==> src/rtl/ssdr_pkg.sv <==
// Shared types and constants of the safety sensor diagnostic and restart block
package ssdr_pkg;

  localparam longint CLK_HZ          = 100_000_000;
  localparam longint CYC_PER_MS      = CLK_HZ / 1000;
  // Yellow indicator blink at 5 Hz: 100 ms per half period
  localparam longint BLINK_HZ        = 5;
  localparam longint BLINK_HALF_CYC  = CLK_HZ / (2 * BLINK_HZ);
  localparam longint DISC_MS         = 500;
  localparam longint DISC_CYC        = DISC_MS * CYC_PER_MS;
  localparam longint WARN_MIN        = 30;
  localparam longint WARN_CYC        = WARN_MIN * 60 * CLK_HZ;
  localparam longint COMM_MS         = 100;
  localparam longint COMM_CYC        = COMM_MS * CYC_PER_MS;
  localparam int     CNT_W           = 38;
  localparam int     SYNC_STAGES     = 2;
  localparam logic [1:0] INIT_DONE   = 2'h3;
  localparam int     CHAIN_MAX       = 31;

  // Request byte bit positions
  localparam int REQ_ACK_BIT = 6;
  localparam int REQ_RST_BIT = 7;

  // Response byte
  typedef struct packed {
    logic errorOff;
    logic warning;
    logic limitArea;
    logic inputsLive;
    logic releasePending;
    logic rsvd2;
    logic actuatorSeen;
    logic outputsOn;
  } ssdr_resp_t;

  // Warning byte
  typedef struct packed {
    logic rsvd7;
    logic commFault;
    logic internalFault;
    logic rsvd4;
    logic overTemp;
    logic crossWire;
    logic outFaultB;
    logic outFaultA;
  } ssdr_warn_t;

  // Error byte
  typedef struct packed {
    logic rsvd7;
    logic discrepancy;
    logic internalFault;
    logic badActuator;
    logic overTemp;
    logic crossWire;
    logic outFaultB;
    logic outFaultA;
  } ssdr_err_t;

  // Every pin the sensor core samples; all asynchronous to core_clk
  typedef struct packed {
    logic       reqStrobe;
    logic [7:0] reqByte;
    logic       safetyInputA;
    logic       safetyInputB;
    logic       actuatorDetected;
    logic       limitArea;
    logic       feedbackClosed;
    logic       resetButton;
    logic       ackButton;
    logic       manualRelease;
    logic       chainMonitorEn;
    logic       lastInChain;
    logic       outFaultA;
    logic       outFaultB;
    logic       crossWire;
    logic       overTemp;
    logic       badActuator;
    logic       internalFault;
    logic       nvDiscRestore;
  } ssdr_pins_t;

  localparam int PINS_W = $bits(ssdr_pins_t);

  typedef enum logic [1:0] {
    ST_WAIT_RELEASE,
    ST_ACTIVE,
    ST_FAULT
  } ssdr_state_t;

endpackage

==> src/rtl/ssdr_core.sv <==
// Status, diagnostic and restart logic of the safety sensor
// Notes on behaviour
// - Response byte: outputs on, actuator, inputs live, limit, warning, error.
// - Warning/error bytes flag output faults, cross-wire, temperature; error byte alone flags internal.
// - After power-up outputs off, yellow blinks 5 Hz until release.
// - Auto variant releases on feedback closed; manual ignores it alone.
// - Manual variant releases on reset button falling edge, yellow steady.
// - Only last sensor with chain monitoring checks inputs drop together.
// - Inputs dropping over 500 ms apart: outputs off, discrepancy error.
// - No release while discrepancy error is unacknowledged.
// - Discrepancy error held in non-volatile storage across power loss.
// - Acknowledge button falling edge clears pending discrepancy error.
// - Internal error clears when cause gone and bit7 falls or guard opens.
// - Warning active 30 minutes switches safety outputs off.
// - Link failure leaves safety outputs in their present state.
// - Chain carries up to 31 sensors, each with own bytes.
`timescale 1ns/1ps
`default_nettype none
module ssdr_core
  import ssdr_pkg::*;
#(
  parameter longint BLINK_CYCLES = BLINK_HALF_CYC,
  parameter longint DISC_CYCLES  = DISC_CYC,
  parameter longint WARN_CYCLES  = WARN_CYC,
  parameter longint COMM_CYCLES  = COMM_CYC
) (
  input  wire logic       core_clk,
  input  wire logic       rst_n,
  input  wire ssdr_pins_t pinIn,
  output logic            safetyOutputA,
  output logic            safetyOutputB,
  output logic            yellowLed,
  output logic            nvDiscStore,
  output ssdr_resp_t      responseStateByte,
  output ssdr_warn_t      warningDetailByte,
  output ssdr_err_t       errorDetailByte
);

  ssdr_pins_t pin;

  ssdr_sync #(
    .W (PINS_W)
  ) u_sync (
    .core_clk (core_clk),
    .rst_n    (rst_n),
    .asyncIn  (pinIn),
    .syncOut  (pin)
  );

  // Previous synced levels for edge detection
  ssdr_pins_t   prev_r;
  ssdr_state_t  state_r,     state_nxt;
  logic [1:0]   init_r,      init_nxt;
  logic         disc_r,      disc_nxt;
  logic         intErr_r,    intErr_nxt;
  logic [3:0]   warnLatch_r, warnLatch_nxt;
  logic         commFault_r, commFault_nxt;
  logic [7:0]   reqLast_r,   reqLast_nxt;
  logic         out_r,       out_nxt;
  logic         led_r,       led_nxt;
  logic         blink_r,     blink_nxt;
  logic [CNT_W-1:0] blinkCnt_r, blinkCnt_nxt;
  logic [CNT_W-1:0] discCnt_r,  discCnt_nxt;
  logic [CNT_W-1:0] warnCnt_r,  warnCnt_nxt;
  logic [CNT_W-1:0] commCnt_r,  commCnt_nxt;
  ssdr_resp_t   resp_r,      resp_nxt;
  ssdr_warn_t   warn_r,      warn_nxt;
  ssdr_err_t    err_r,       err_nxt;

  logic strobeRise;
  logic rstBtnFall;
  logic ackBtnFall;
  logic reqRstFall;
  logic reqAckRise;
  logic warnActive;
  logic warnTimeout;
  logic intCause;
  logic guardOpen;
  logic qMonitor;
  logic readyToRelease;
  logic releaseEvent;

  always_comb begin
    strobeRise = pin.reqStrobe & ~prev_r.reqStrobe;
    rstBtnFall = ~pin.resetButton & prev_r.resetButton;
    ackBtnFall = ~pin.ackButton & prev_r.ackButton;
    // Byte settles before the strobe, so compare with the last exchange
    reqRstFall = strobeRise & reqLast_r[REQ_RST_BIT]
                 & ~pin.reqByte[REQ_RST_BIT];
    reqAckRise = strobeRise & pin.reqByte[REQ_ACK_BIT]
                 & ~reqLast_r[REQ_ACK_BIT];
    warnActive = pin.outFaultA | pin.outFaultB | pin.crossWire
                 | pin.overTemp;
    warnTimeout = warnActive && (warnCnt_r >= CNT_W'(WARN_CYCLES));
    intCause   = pin.internalFault | pin.badActuator;
    guardOpen  = ~pin.actuatorDetected;
    qMonitor   = pin.chainMonitorEn & pin.lastInChain;
    readyToRelease = pin.actuatorDetected & pin.safetyInputA
                     & pin.safetyInputB & pin.feedbackClosed
                     & ~disc_r & ~intErr_r & ~warnTimeout;
    // Manual variant needs the monitored button edge
    releaseEvent = pin.manualRelease ? rstBtnFall
                                     : pin.feedbackClosed;
  end

  // Error latches: discrepancy, internal, warning timeout
  always_comb begin
    init_nxt      = init_r;
    disc_nxt      = disc_r;
    intErr_nxt    = intErr_r;
    warnLatch_nxt = warnLatch_r;
    discCnt_nxt   = '0;
    warnCnt_nxt   = '0;
    if (init_r != INIT_DONE) begin
      init_nxt = init_r + 2'h1;
      // Restore after the synchroniser has settled
      if (init_r == INIT_DONE - 2'h1) begin
        disc_nxt = pin.nvDiscRestore;
      end
    end else begin
      // One input low while the other stays high
      if (qMonitor && (pin.safetyInputA != pin.safetyInputB)) begin
        discCnt_nxt = discCnt_r;
        if (discCnt_r < CNT_W'(DISC_CYCLES)) begin
          discCnt_nxt = discCnt_r + CNT_W'(1);
        end
      end
      if (ackBtnFall || reqAckRise) begin
        disc_nxt = 1'b0;
      end
      // Set wins over a simultaneous acknowledge
      if (discCnt_r >= CNT_W'(DISC_CYCLES)) begin
        disc_nxt = 1'b1;
      end
      if (warnActive) begin
        warnCnt_nxt = warnCnt_r;
        if (warnCnt_r < CNT_W'(WARN_CYCLES)) begin
          warnCnt_nxt = warnCnt_r + CNT_W'(1);
        end
      end
      if (!intCause && (reqRstFall || guardOpen)) begin
        intErr_nxt    = 1'b0;
        warnLatch_nxt = '0;
      end
      if (intCause) begin
        intErr_nxt = 1'b1;
      end
      if (warnTimeout) begin
        warnLatch_nxt = {pin.overTemp, pin.crossWire,
                         pin.outFaultB, pin.outFaultA};
      end
    end
  end

  always_ff @(posedge core_clk or negedge rst_n) begin
    if (!rst_n) begin
      init_r      <= '0;
      disc_r      <= 1'b0;
      intErr_r    <= 1'b0;
      warnLatch_r <= '0;
      discCnt_r   <= '0;
      warnCnt_r   <= '0;
    end else begin
      init_r      <= init_nxt;
      disc_r      <= disc_nxt;
      intErr_r    <= intErr_nxt;
      warnLatch_r <= warnLatch_nxt;
      discCnt_r   <= discCnt_nxt;
      warnCnt_r   <= warnCnt_nxt;
    end
  end

  // Release state machine and indicator
  always_comb begin
    state_nxt  = state_r;
    blinkCnt_nxt = blinkCnt_r + CNT_W'(1);
    blink_nxt  = blink_r;
    if (blinkCnt_r >= CNT_W'(BLINK_CYCLES - 1)) begin
      blinkCnt_nxt = '0;
      blink_nxt    = ~blink_r;
    end
    unique case (state_r)
      ST_WAIT_RELEASE: begin
        if (intErr_r || warnTimeout) begin
          state_nxt = ST_FAULT;
        end else if (init_r == INIT_DONE && readyToRelease
                     && releaseEvent) begin
          state_nxt = ST_ACTIVE;
        end
      end
      ST_ACTIVE: begin
        if (intErr_r || warnTimeout || disc_r) begin
          state_nxt = ST_FAULT;
        end else if (!pin.actuatorDetected || !pin.safetyInputA
                     || !pin.safetyInputB || !pin.feedbackClosed) begin
          state_nxt = ST_WAIT_RELEASE;
        end
      end
      ST_FAULT: begin
        if (!intErr_r && !warnTimeout && !disc_r) begin
          state_nxt = ST_WAIT_RELEASE;
        end
      end
    endcase
    // Link state plays no part here, so a lost link holds the outputs
    out_nxt = (state_nxt == ST_ACTIVE);
    // Steady in active, blinking while waiting, dark on fault
    led_nxt = 1'b0;
    unique case (state_nxt)
      ST_WAIT_RELEASE: led_nxt = blink_nxt;
      ST_ACTIVE:       led_nxt = 1'b1;
      ST_FAULT:        led_nxt = 1'b0;
    endcase
  end

  always_ff @(posedge core_clk or negedge rst_n) begin
    if (!rst_n) begin
      state_r    <= ST_WAIT_RELEASE;
      blinkCnt_r <= '0;
      blink_r    <= 1'b0;
      out_r      <= 1'b0;
      led_r      <= 1'b0;
    end else begin
      state_r    <= state_nxt;
      blinkCnt_r <= blinkCnt_nxt;
      blink_r    <= blink_nxt;
      out_r      <= out_nxt;
      led_r      <= led_nxt;
    end
  end

  // Serial diagnostic exchange: snapshot on every request strobe
  always_comb begin
    reqLast_nxt   = reqLast_r;
    commCnt_nxt   = commCnt_r;
    commFault_nxt = commFault_r;
    resp_nxt      = resp_r;
    warn_nxt      = warn_r;
    err_nxt       = err_r;
    if (strobeRise) begin
      reqLast_nxt   = pin.reqByte;
      commCnt_nxt   = '0;
      commFault_nxt = 1'b0;
    end else if (commCnt_r >= CNT_W'(COMM_CYCLES)) begin
      commFault_nxt = 1'b1;
    end else begin
      commCnt_nxt = commCnt_r + CNT_W'(1);
    end
    if (strobeRise) begin
      resp_nxt.outputsOn      = out_r;
      resp_nxt.actuatorSeen   = pin.actuatorDetected;
      resp_nxt.rsvd2          = 1'b0;
      resp_nxt.releasePending = pin.actuatorDetected
                                & (state_r == ST_WAIT_RELEASE);
      resp_nxt.inputsLive     = pin.safetyInputA & pin.safetyInputB;
      resp_nxt.limitArea      = pin.limitArea;
      resp_nxt.warning        = warnActive | commFault_r;
      resp_nxt.errorOff       = (state_r == ST_FAULT);
      warn_nxt.outFaultA      = pin.outFaultA;
      warn_nxt.outFaultB      = pin.outFaultB;
      warn_nxt.crossWire      = pin.crossWire;
      warn_nxt.overTemp       = pin.overTemp;
      warn_nxt.rsvd4          = 1'b0;
      warn_nxt.internalFault  = 1'b0;
      warn_nxt.commFault      = commFault_r;
      warn_nxt.rsvd7          = 1'b0;
      err_nxt.outFaultA       = warnLatch_r[0];
      err_nxt.outFaultB       = warnLatch_r[1];
      err_nxt.crossWire       = warnLatch_r[2];
      err_nxt.overTemp        = warnLatch_r[3];
      err_nxt.badActuator     = pin.badActuator;
      err_nxt.internalFault   = intErr_r;
      err_nxt.discrepancy     = disc_r;
      err_nxt.rsvd7           = 1'b0;
    end
  end

  always_ff @(posedge core_clk or negedge rst_n) begin
    if (!rst_n) begin
      prev_r      <= '0;
      reqLast_r   <= '0;
      commCnt_r   <= '0;
      commFault_r <= 1'b0;
      resp_r      <= '0;
      warn_r      <= '0;
      err_r       <= '0;
    end else begin
      prev_r      <= pin;
      reqLast_r   <= reqLast_nxt;
      commCnt_r   <= commCnt_nxt;
      commFault_r <= commFault_nxt;
      resp_r      <= resp_nxt;
      warn_r      <= warn_nxt;
      err_r       <= err_nxt;
    end
  end

  assign safetyOutputA     = out_r;
  assign safetyOutputB     = out_r;
  assign yellowLed         = led_r;
  // Storage mirrors the latch so a power cut keeps the error
  assign nvDiscStore       = disc_r;
  assign responseStateByte = resp_r;
  assign warningDetailByte = warn_r;
  assign errorDetailByte   = err_r;

endmodule
`default_nettype wire

==> src/rtl/ssdr_sync.sv <==
// Two-stage synchroniser for a bundle of asynchronous pins
`timescale 1ns/1ps
`default_nettype none
module ssdr_sync
  import ssdr_pkg::*;
#(
  parameter int W = 1
) (
  input  wire logic         core_clk,
  input  wire logic         rst_n,
  input  wire logic [W-1:0] asyncIn,
  output logic      [W-1:0] syncOut
);

  logic [W-1:0] meta_r;
  logic [W-1:0] meta_nxt;
  logic [W-1:0] sync_r;
  logic [W-1:0] sync_nxt;

  always_comb begin
    meta_nxt = asyncIn;
    sync_nxt = meta_r;
  end

  always_ff @(posedge core_clk or negedge rst_n) begin
    if (!rst_n) begin
      meta_r <= '0;
      sync_r <= '0;
    end else begin
      meta_r <= meta_nxt;
      sync_r <= sync_nxt;
    end
  end

  assign syncOut = sync_r;

endmodule
`default_nettype wire

==> config.mk <==
export PLATFORM = sky130hd
export DESIGN_NAME = ssdr_core
export DESIGN_NICKNAME = d
export VERILOG_FILES = /design/src/rtl/ssdr_pkg.sv /design/src/rtl/ssdr_core.sv /design/src/rtl/ssdr_sync.sv
export SDC_FILE = /design/constraint.sdc
export NUM_CORES = 1
export LEC_CHECK = 0
export ABC_AREA = 1
export BUFFER_PORTS_ARGS = -buffer_cell sky130_fd_sc_hd__clkbuf_2
export CAP_MARGIN = 25
export CORE_ASPECT_RATIO = 1.75
export CORE_MARGIN = 8
export CORE_UTILIZATION = 45
export DETAILED_ROUTE_END_ITERATION = 16
export GPL_TIMING_DRIVEN = 0
export PLACE_DENSITY = 0.63
export SLEW_MARGIN = 20
export SYNTH_ARGS = -nofsm -noshare
export SYNTH_HDL_FRONTEND = slang
export SYNTH_SLANG_ARGS = --single-unit
export TNS_END_PERCENT = 50
==> constraint.sdc <==
create_clock -name core_clk -period 2.1 [get_ports core_clk]
set_clock_uncertainty 0.1 [all_clocks]
set_input_delay 0.105 -clock core_clk [delete_from_list [all_inputs] [get_ports core_clk]]
set_output_delay 0.105 -clock core_clk [all_outputs]
set_load 0.03 [all_outputs]
==> results.txt, run 1 <==
Max Cap Viol: 0
initial core utilization: 45.64%
relative max-transition margin: 59.23%
arrival time at the worst endpoint: 2.48 ns
Chip Height: 225.1 um
Worst Hold Class: in -> reg
CP max stage delay: 0.40 ns
layout cells sized above 1: 14.38%
Syn Inst Count: 1390
Core Footprint: 0.02463 mm2
Synth Register Bits: 230
fin area: 0.01345 mm2
Antenna Nets Post-Route: 0
Final min period: 2.139 ns
std cell rows: 76
Final period util: 101.8%
final setup violation count: 1
Post-Place Setup Slack: -0.3438 ns
Max Freq: 0.4676 GHz
met1 usage: 19.79%
grt met3 use: 2.411%
fill count: 2316
status: finished with violations
TritonRoute pass-1 iters: 5
Worst-Margin Slew: 0.6116 ns
Nets: 1569
crit end category: register
Layout Cells excl Fill: 1856
GRT Util Overall: 18.73%
routed via count: 9403
largest net degree at the start of global routing: 95
Leakage: 6.084 nW
synthesized cell area: 0.01124 mm2
synthesized area per cell: 8.086 um2
clk sinks: 230
failing checks: negative setup slack
Final Wtd Congestion: 0.9557
fin worst setup slack: -0.03855 ns
post-synth top area share: 51.21%
Placed Area: 0.01198 mm2
slowest cell on the critical path: dfrtp_1
Die W: 135.5 um
Worst EP required: 2.44 ns
VDD IR-drop max: 685.5 uV
clk buf depth: 3
Global Route met2 Usage: 34.63%
port bufs: 44
max-slew violations: 0
Worst Path Buf+Inv: 3
IO Pins: 56
P per Cell Area: 745.1 mW/mm2
synth unique cells: 42
Total Power: 10.02 mW
most frequent CP cell: nand2_2
later-pin clock latency in the skew report: 0.55 ns
Ys Warns: 0
register area share after synthesis: 51.21%
GRT overflow: 0
wirelength, routed: 28010 um
diode count: 0
Crit path max-delay family: simple AND/OR/NAND/NOR gates
DR iter-0 viols: 501
Util after Layout: 54.63%
placed insts: 1766
initial antenna violation count: 0
Setup CP Type: reg -> reg
busiest layer in global routing: met2
area grow syn2layout: 19.70%
die area: 0.03049 mm2
RR Startpoint: warnCnt_r[25]
Worst Setup SP: warnCnt_r[25]
ordered list of cells on the worst path: inv_2 -> nand2_2 -> nor2_1 -> nand3_1 -> nor2_1 -> nand2_2 -> nand2_4 -> nand2_4 -> buf_8 -> nand4_1 -> nand2_2 -> nand3_2 -> nand2_2 -> ha_4 -> inv_2 -> nand2_1 -> nand2_1
synth top area cells: dfrtp_1 51%, nand2_1 10%, nor2_1 7.3%, inv_1 5.2%, xor2_1 4.6%
TritonCTS buffer count: 24
largest area contributor in the netlist: dfrtp_1
CTS tree: done
first-pass GRT wire length: 46110 um
CTS H-Tree Depth: 1
maximum fanout along the worst path: 3
final hold vios: 0
Avg Vias per Cell: 5.066
Worst Hold Launch: pinIn[10]
post-DR wirelength/cell: 15.09 um
vias in the first global route: 9521
Final HPWL DP: 20280 um
RSZ-0062 raised after global routing: yes
startpoint types: register
root buf cell: clkbuf_16
Clock Pin Slew Worst Setup and Hold Paths: 0.06 ns
# DRC: 0
-- repair_timing --
action	in CTS	in global routing
pin swaps	3	13
endpoints found under the hold margin	250	0
hold buffers	23	0
setup endpoints to repair	74	105
setup buffers	12	13
gates resized for setup	31	67
-- per-stage QoR --
step / setup TNS [ns] / hold WS [ns]
after global routing: -0.1476 / 0.08897
after floorplan: 0 / -0.2906
after CTS: -0.05445 / 0.06959
after global placement: -865.12 / 0.1138
final: -0.03855 / 0.1011
after detailed placement: -5.702 / 0.02132
-- worst reg2reg max path, cell delays in order, from the launching register on --
cell     delay (ns)
dfrtp_1        0.40
inv_2          0.08
nand2_2        0.06
nor2_1         0.09
nand3_1        0.10
nor2_1         0.15
nand2_2        0.08
nand2_4        0.10
nand2_4        0.07
buf_8          0.13
nand4_1        0.07
nand2_2        0.08
nand3_2        0.08
nand2_2        0.08
ha_4           0.27
inv_2          0.03
nand2_1        0.04
nand2_1        0.05
-- routing by layer --
metal,wire length [um],vias to the layer above
li1,-,4690
met2,14980,164
met1,10600,4454
met4,1558,0
met5,0,-
met3,868,95
-- synth_stat cells (all sizes together) --
| cell type | n |
|---|---|
| and2 | 1 |
| nand4 | 39 |
| nor3b | 5 |
| o21bai | 2 |
| nand2 | 319 |
| a21boi | 1 |
| and3 | 2 |
| xnor2 | 5 |
| conb | 1 |
| ha | 14 |
| nand3b | 3 |
| or2 | 4 |
| nor4 | 8 |
| o211ai | 2 |
| dfrtp | 230 |
| nor2 | 223 |
| xor2 | 59 |
| nor3 | 49 |
| a21oi | 39 |
| o21ai | 77 |
| clkbuf | 17 |
| buf | 24 |
| nor2b | 1 |
| o22ai | 3 |
| o31ai | 1 |
| inv | 158 |
| nand3 | 102 |
| mux2i | 1 |
-- final timing paths --
path                                      to  slack [ns]  cells past startpoint
max in group asynchronous       commCnt_r[1]        0.43                      4
min reg2reg                u_sync.syncOut[9]        0.24                      0
max reg2reg                        yellowLed       -0.04                     17
max                                yellowLed       -0.04                     17
min in group asynchronous       commCnt_r[2]        0.54                      3
min                        u_sync.meta_r[10]        0.10                      2
-- sequential cells by signal, summed over array words and instances (netlist names), 2 cells and up --
register and count:
blinkCnt_r 38, commCnt_r 38, discCnt_r 38, warnCnt_r 38, u_sync.meta_r 20, u_sync.syncOut 20, errorDetailByte 7, responseStateByte 7
warningDetailByte 5, warnLatch_r 4, prev_r 3, init_r 2, reqLast_r 2, state_r 2
-- cell usage in the layout, fill, tap and decap left out, types with 4 or more instances in the layout --
| cell type | n |
|---|---|
| a21oi_1 | 35 |
| a21oi_2 | 4 |
| buf_2 | 8 |
| buf_4 | 33 |
| buf_6 | 4 |
| clkbuf_1 | 15 |
| clkbuf_16 | 24 |
| clkbuf_2 | 49 |
| clkbuf_8 | 7 |
| clkinv_2 | 5 |
| conb_1 | 19 |
| dfrtp_1 | 219 |
| dfrtp_2 | 11 |
| dlygate4sd3_1 | 23 |
| ha_1 | 10 |
| inv_1 | 150 |
| inv_2 | 7 |
| nand2_1 | 296 |
| nand2_2 | 18 |
| nand2_4 | 5 |
| nand3_1 | 97 |
| nand3_2 | 5 |
| nand4_1 | 39 |
| nor2_1 | 206 |
| nor2_2 | 12 |
| nor2_4 | 5 |
| nor3_1 | 40 |
| nor3_2 | 6 |
| nor3b_1 | 5 |
| nor4_1 | 8 |
| o21ai_0 | 70 |
| o21ai_1 | 7 |
| xnor2_1 | 5 |
| xor2_1 | 59 |
-- layout make-up --
type	instances	area, um2	share of cell area [%]
clock inverters	8	101.3	0.7533
multi-input cells	979	4940	36.72
clock buffers	35	701.9	5.217
plain buffers	40	254.0	1.888
flip-flops and latches	230	5769	42.88
inverters	158	595.6	4.427
repair buffers	94	701.9	5.217
well taps	312	390.4	2.902
-- power by group --
group	switching, mW	leakage, nW	internal (mW)
sequential	0.194	3.00	4.64
clock	1.82	0.397	2.46
combinational	0.604	2.69	0.306
total	2.62	6.08	7.41
-- logic make-up after synthesis --
| logic type | share of synthesized area (%) |
|---|---|
| other | 0.03336 |
| buffers and inverters | 7.291 |
| DFF | 51.21 |
| and+or+nand+nor | 29.03 |
| adders and majority gates | 1.559 |
| muxes | 0.08906 |
| AOI/OAI and AO/OA | 5.800 |
| xor gates and xnor gates | 4.987 |
Power figures use the tool's default switching activity.
==> run 2, diff against run 1 <==
Settings changed: CORE_UTILIZATION 45 to 50, PLACE_DENSITY 0.63 to 0.69.
==> run 2 against run 1 <==
  * Combinational power fell by 1%
  * Register-to-register slack better by 0.04 ns
  * Power decreased by 0.30%
  * Via count is 1.0% higher
  * Largest cell class unchanged
  * Critical endpoint unchanged
  * Cell count down 1.2%
  * The run now ends clean
  * Largest power group unchanged
==> results.txt, run 2 (synthesized netlist as in run 1, its figures left out) <==
status: complete, no violations
Final period util: 99.90%
final hold slack: 0.03122 ns
R2R depth: 17
slowest cell on the critical path: dfrtp_2
most common cell after layout, fill and taps aside: nand2_1
final setup violation count: 0
crit end category: register
Layout Cells excl Fill: 1833
root buf cell: clkbuf_16
largest net degree at the start of global routing: 81
Final HPWL DP: 20060 um
RR Startpoint: warnCnt_r[25]
relative max-transition margin: 52.65%
Storage cell area: 0.005773 mm2
Antenna Nets Post-Route: 0
post-DR wirelength/cell: 15.23 um
die area: 0.02772 mm2
R2R Setup Slk: 0.002 ns
initial antenna violation count: 0
later-pin clock latency in the skew report: 0.53 ns
vias in the first global route: 9551
Setup CP Type: reg -> reg
# DRC: 0
Max Freq: 0.4767 GHz
startpoint types: register
max-slew violations: 0
Final Wtd Congestion: 0.9296
VDD IR-drop max: 669.5 uV
layout cells sized above 1: 14.12%
Nets: 1562
Die W: 129.3 um
setup TNS: 0 ns
GRT Util Overall: 20.41%
clk sinks: 230
CTS tree: done
Worst EP required: 2.42 ns
Max Cap Viol: 0
CP max stage delay: 0.43 ns
GRT overflow: 0
Clock Pin Slew Worst Setup and Hold Paths: 0.07 ns
Placed Area: 0.01199 mm2
DR iter-0 viols: 444
diode count: 0
CTS H-Tree Depth: 1
Worst-Margin Slew: 0.7103 ns
Core Footprint: 0.02207 mm2
ordered list of cells on the worst path: inv_2 -> nand2_2 -> nor2_2 -> nand3_2 -> nor2_2 -> nand2_2 -> nand2_4 -> nand2_4 -> buf_8 -> nand4_1 -> nand2_1 -> nand3_2 -> nand2_2 -> ha_4 -> inv_1 -> nand2_1 -> nand2_1
TritonRoute pass-1 iters: 5
area grow syn2layout: 19.08%
P per Cell Area: 746.8 mW/mm2
first-pass GRT wire length: 45600 um
routed via count: 9500
fill count: 2005
std cell rows: 72
Chip Height: 214.3 um
Total Power: 9.995 mW
area occupied by multi-input gates: 0.004922 mm2
fin area: 0.01338 mm2
RR Endpoint: yellowLed
maximum fanout along the worst path: 4
RSZ-0062 raised after global routing: yes
IO Pins: 56
wirelength, routed: 27910 um
clk buf depth: 3
arrival time at the worst endpoint: 2.42 ns
most frequent cells in the layout: 302 x nand2_1, 216 x dfrtp_1, 206 x nor2_1
initial core utilization: 50.92%
final hold vios: 0
TritonCTS buffer count: 23
placed insts: 1751
port bufs: 44
Avg Vias per Cell: 5.183
Final min period: 2.098 ns
Worst Hold Class: in -> async
Leakage: 6.004 nW
-- run 2: cell count changes in the layout (fill, tap and decap cells not counted), sizes merged --
cell	previous run	this run
bufinv	1	2
buf	50	46
clkinvlp	0	5
clkbuf	96	90
inv	158	159
clkinv	7	5
dlygate4sd3	23	21
-- run 2: power by group --
part           leakage (nW)  switching, mW  total (mW)  internal [mW]
combinational          2.63          0.595       0.900          0.304
sequential             2.99          0.201        4.84           4.64
clock                 0.379           1.80        4.26           2.46
total                  6.00           2.59        9.99           7.40
-- run 2: final cells by class --
type                    instances  area share, %
clock inverters                13          1.094
clock buffers                  29          4.842
plain buffers                  40          1.823
inverters                     158          4.450
flip-flops and latches        230          43.13
repair buffers                 88          5.114
multi-input cells             979          36.78
well taps                     296          2.767
-- run 2: worst max-delay path: cells and delay by family (launching register included) --
family	cells	cell delay, ns
adders and majority gates	1	0.26
buffers and inverters	3	0.24
and+or+nand+nor	13	0.95
DFF	1	0.43
-- run 2: repair_timing --
action | 4_1_cts | 5_1_grt
hold buffers | 22 | 0
pin swaps | 1 | 6
resized for setup | 14 | 70
buffers inserted | 1 | 18
endpoints found under the hold margin | 188 | 0
setup endpoints to repair | 45 | 81
-- run 2: how the worst max path moves through the flow --
| stage | startpoint | endpoint | slack (ns) |
|---|---|---|---|
| finish | warnCnt_r[25] | yellowLed | 0.002 |
| global route | warnCnt_r[25] | yellowLed | -0.15 |
| CTS | warnCnt_r[25] | yellowLed | -0.12 |
| detailed placement | warnCnt_r[25] | yellowLed | -0.30 |
| global placement | rst_n | discCnt_r[35] | -3.72 |
| floorplan | warnCnt_r[33] | yellowLed | 0.04 |
-- run 2: routing by layer --
layer	global-route usage, %	part of all wire (%)
met3	2.565	3.8
met5	0	0
met4	12.92	6.0
met1	21.69	38
met2	36.69	52
-- run 2: through the flow --
stage / worst slack, ns / utilization (%)
finish: 0.002204 / 60.64
global route: -0.1508 / 60.64
CTS: -0.1189 / 59.17
detailed placement: -0.3031 / 54.32
global placement: -3.723 / 53.91
floorplan: 0.03998 / -
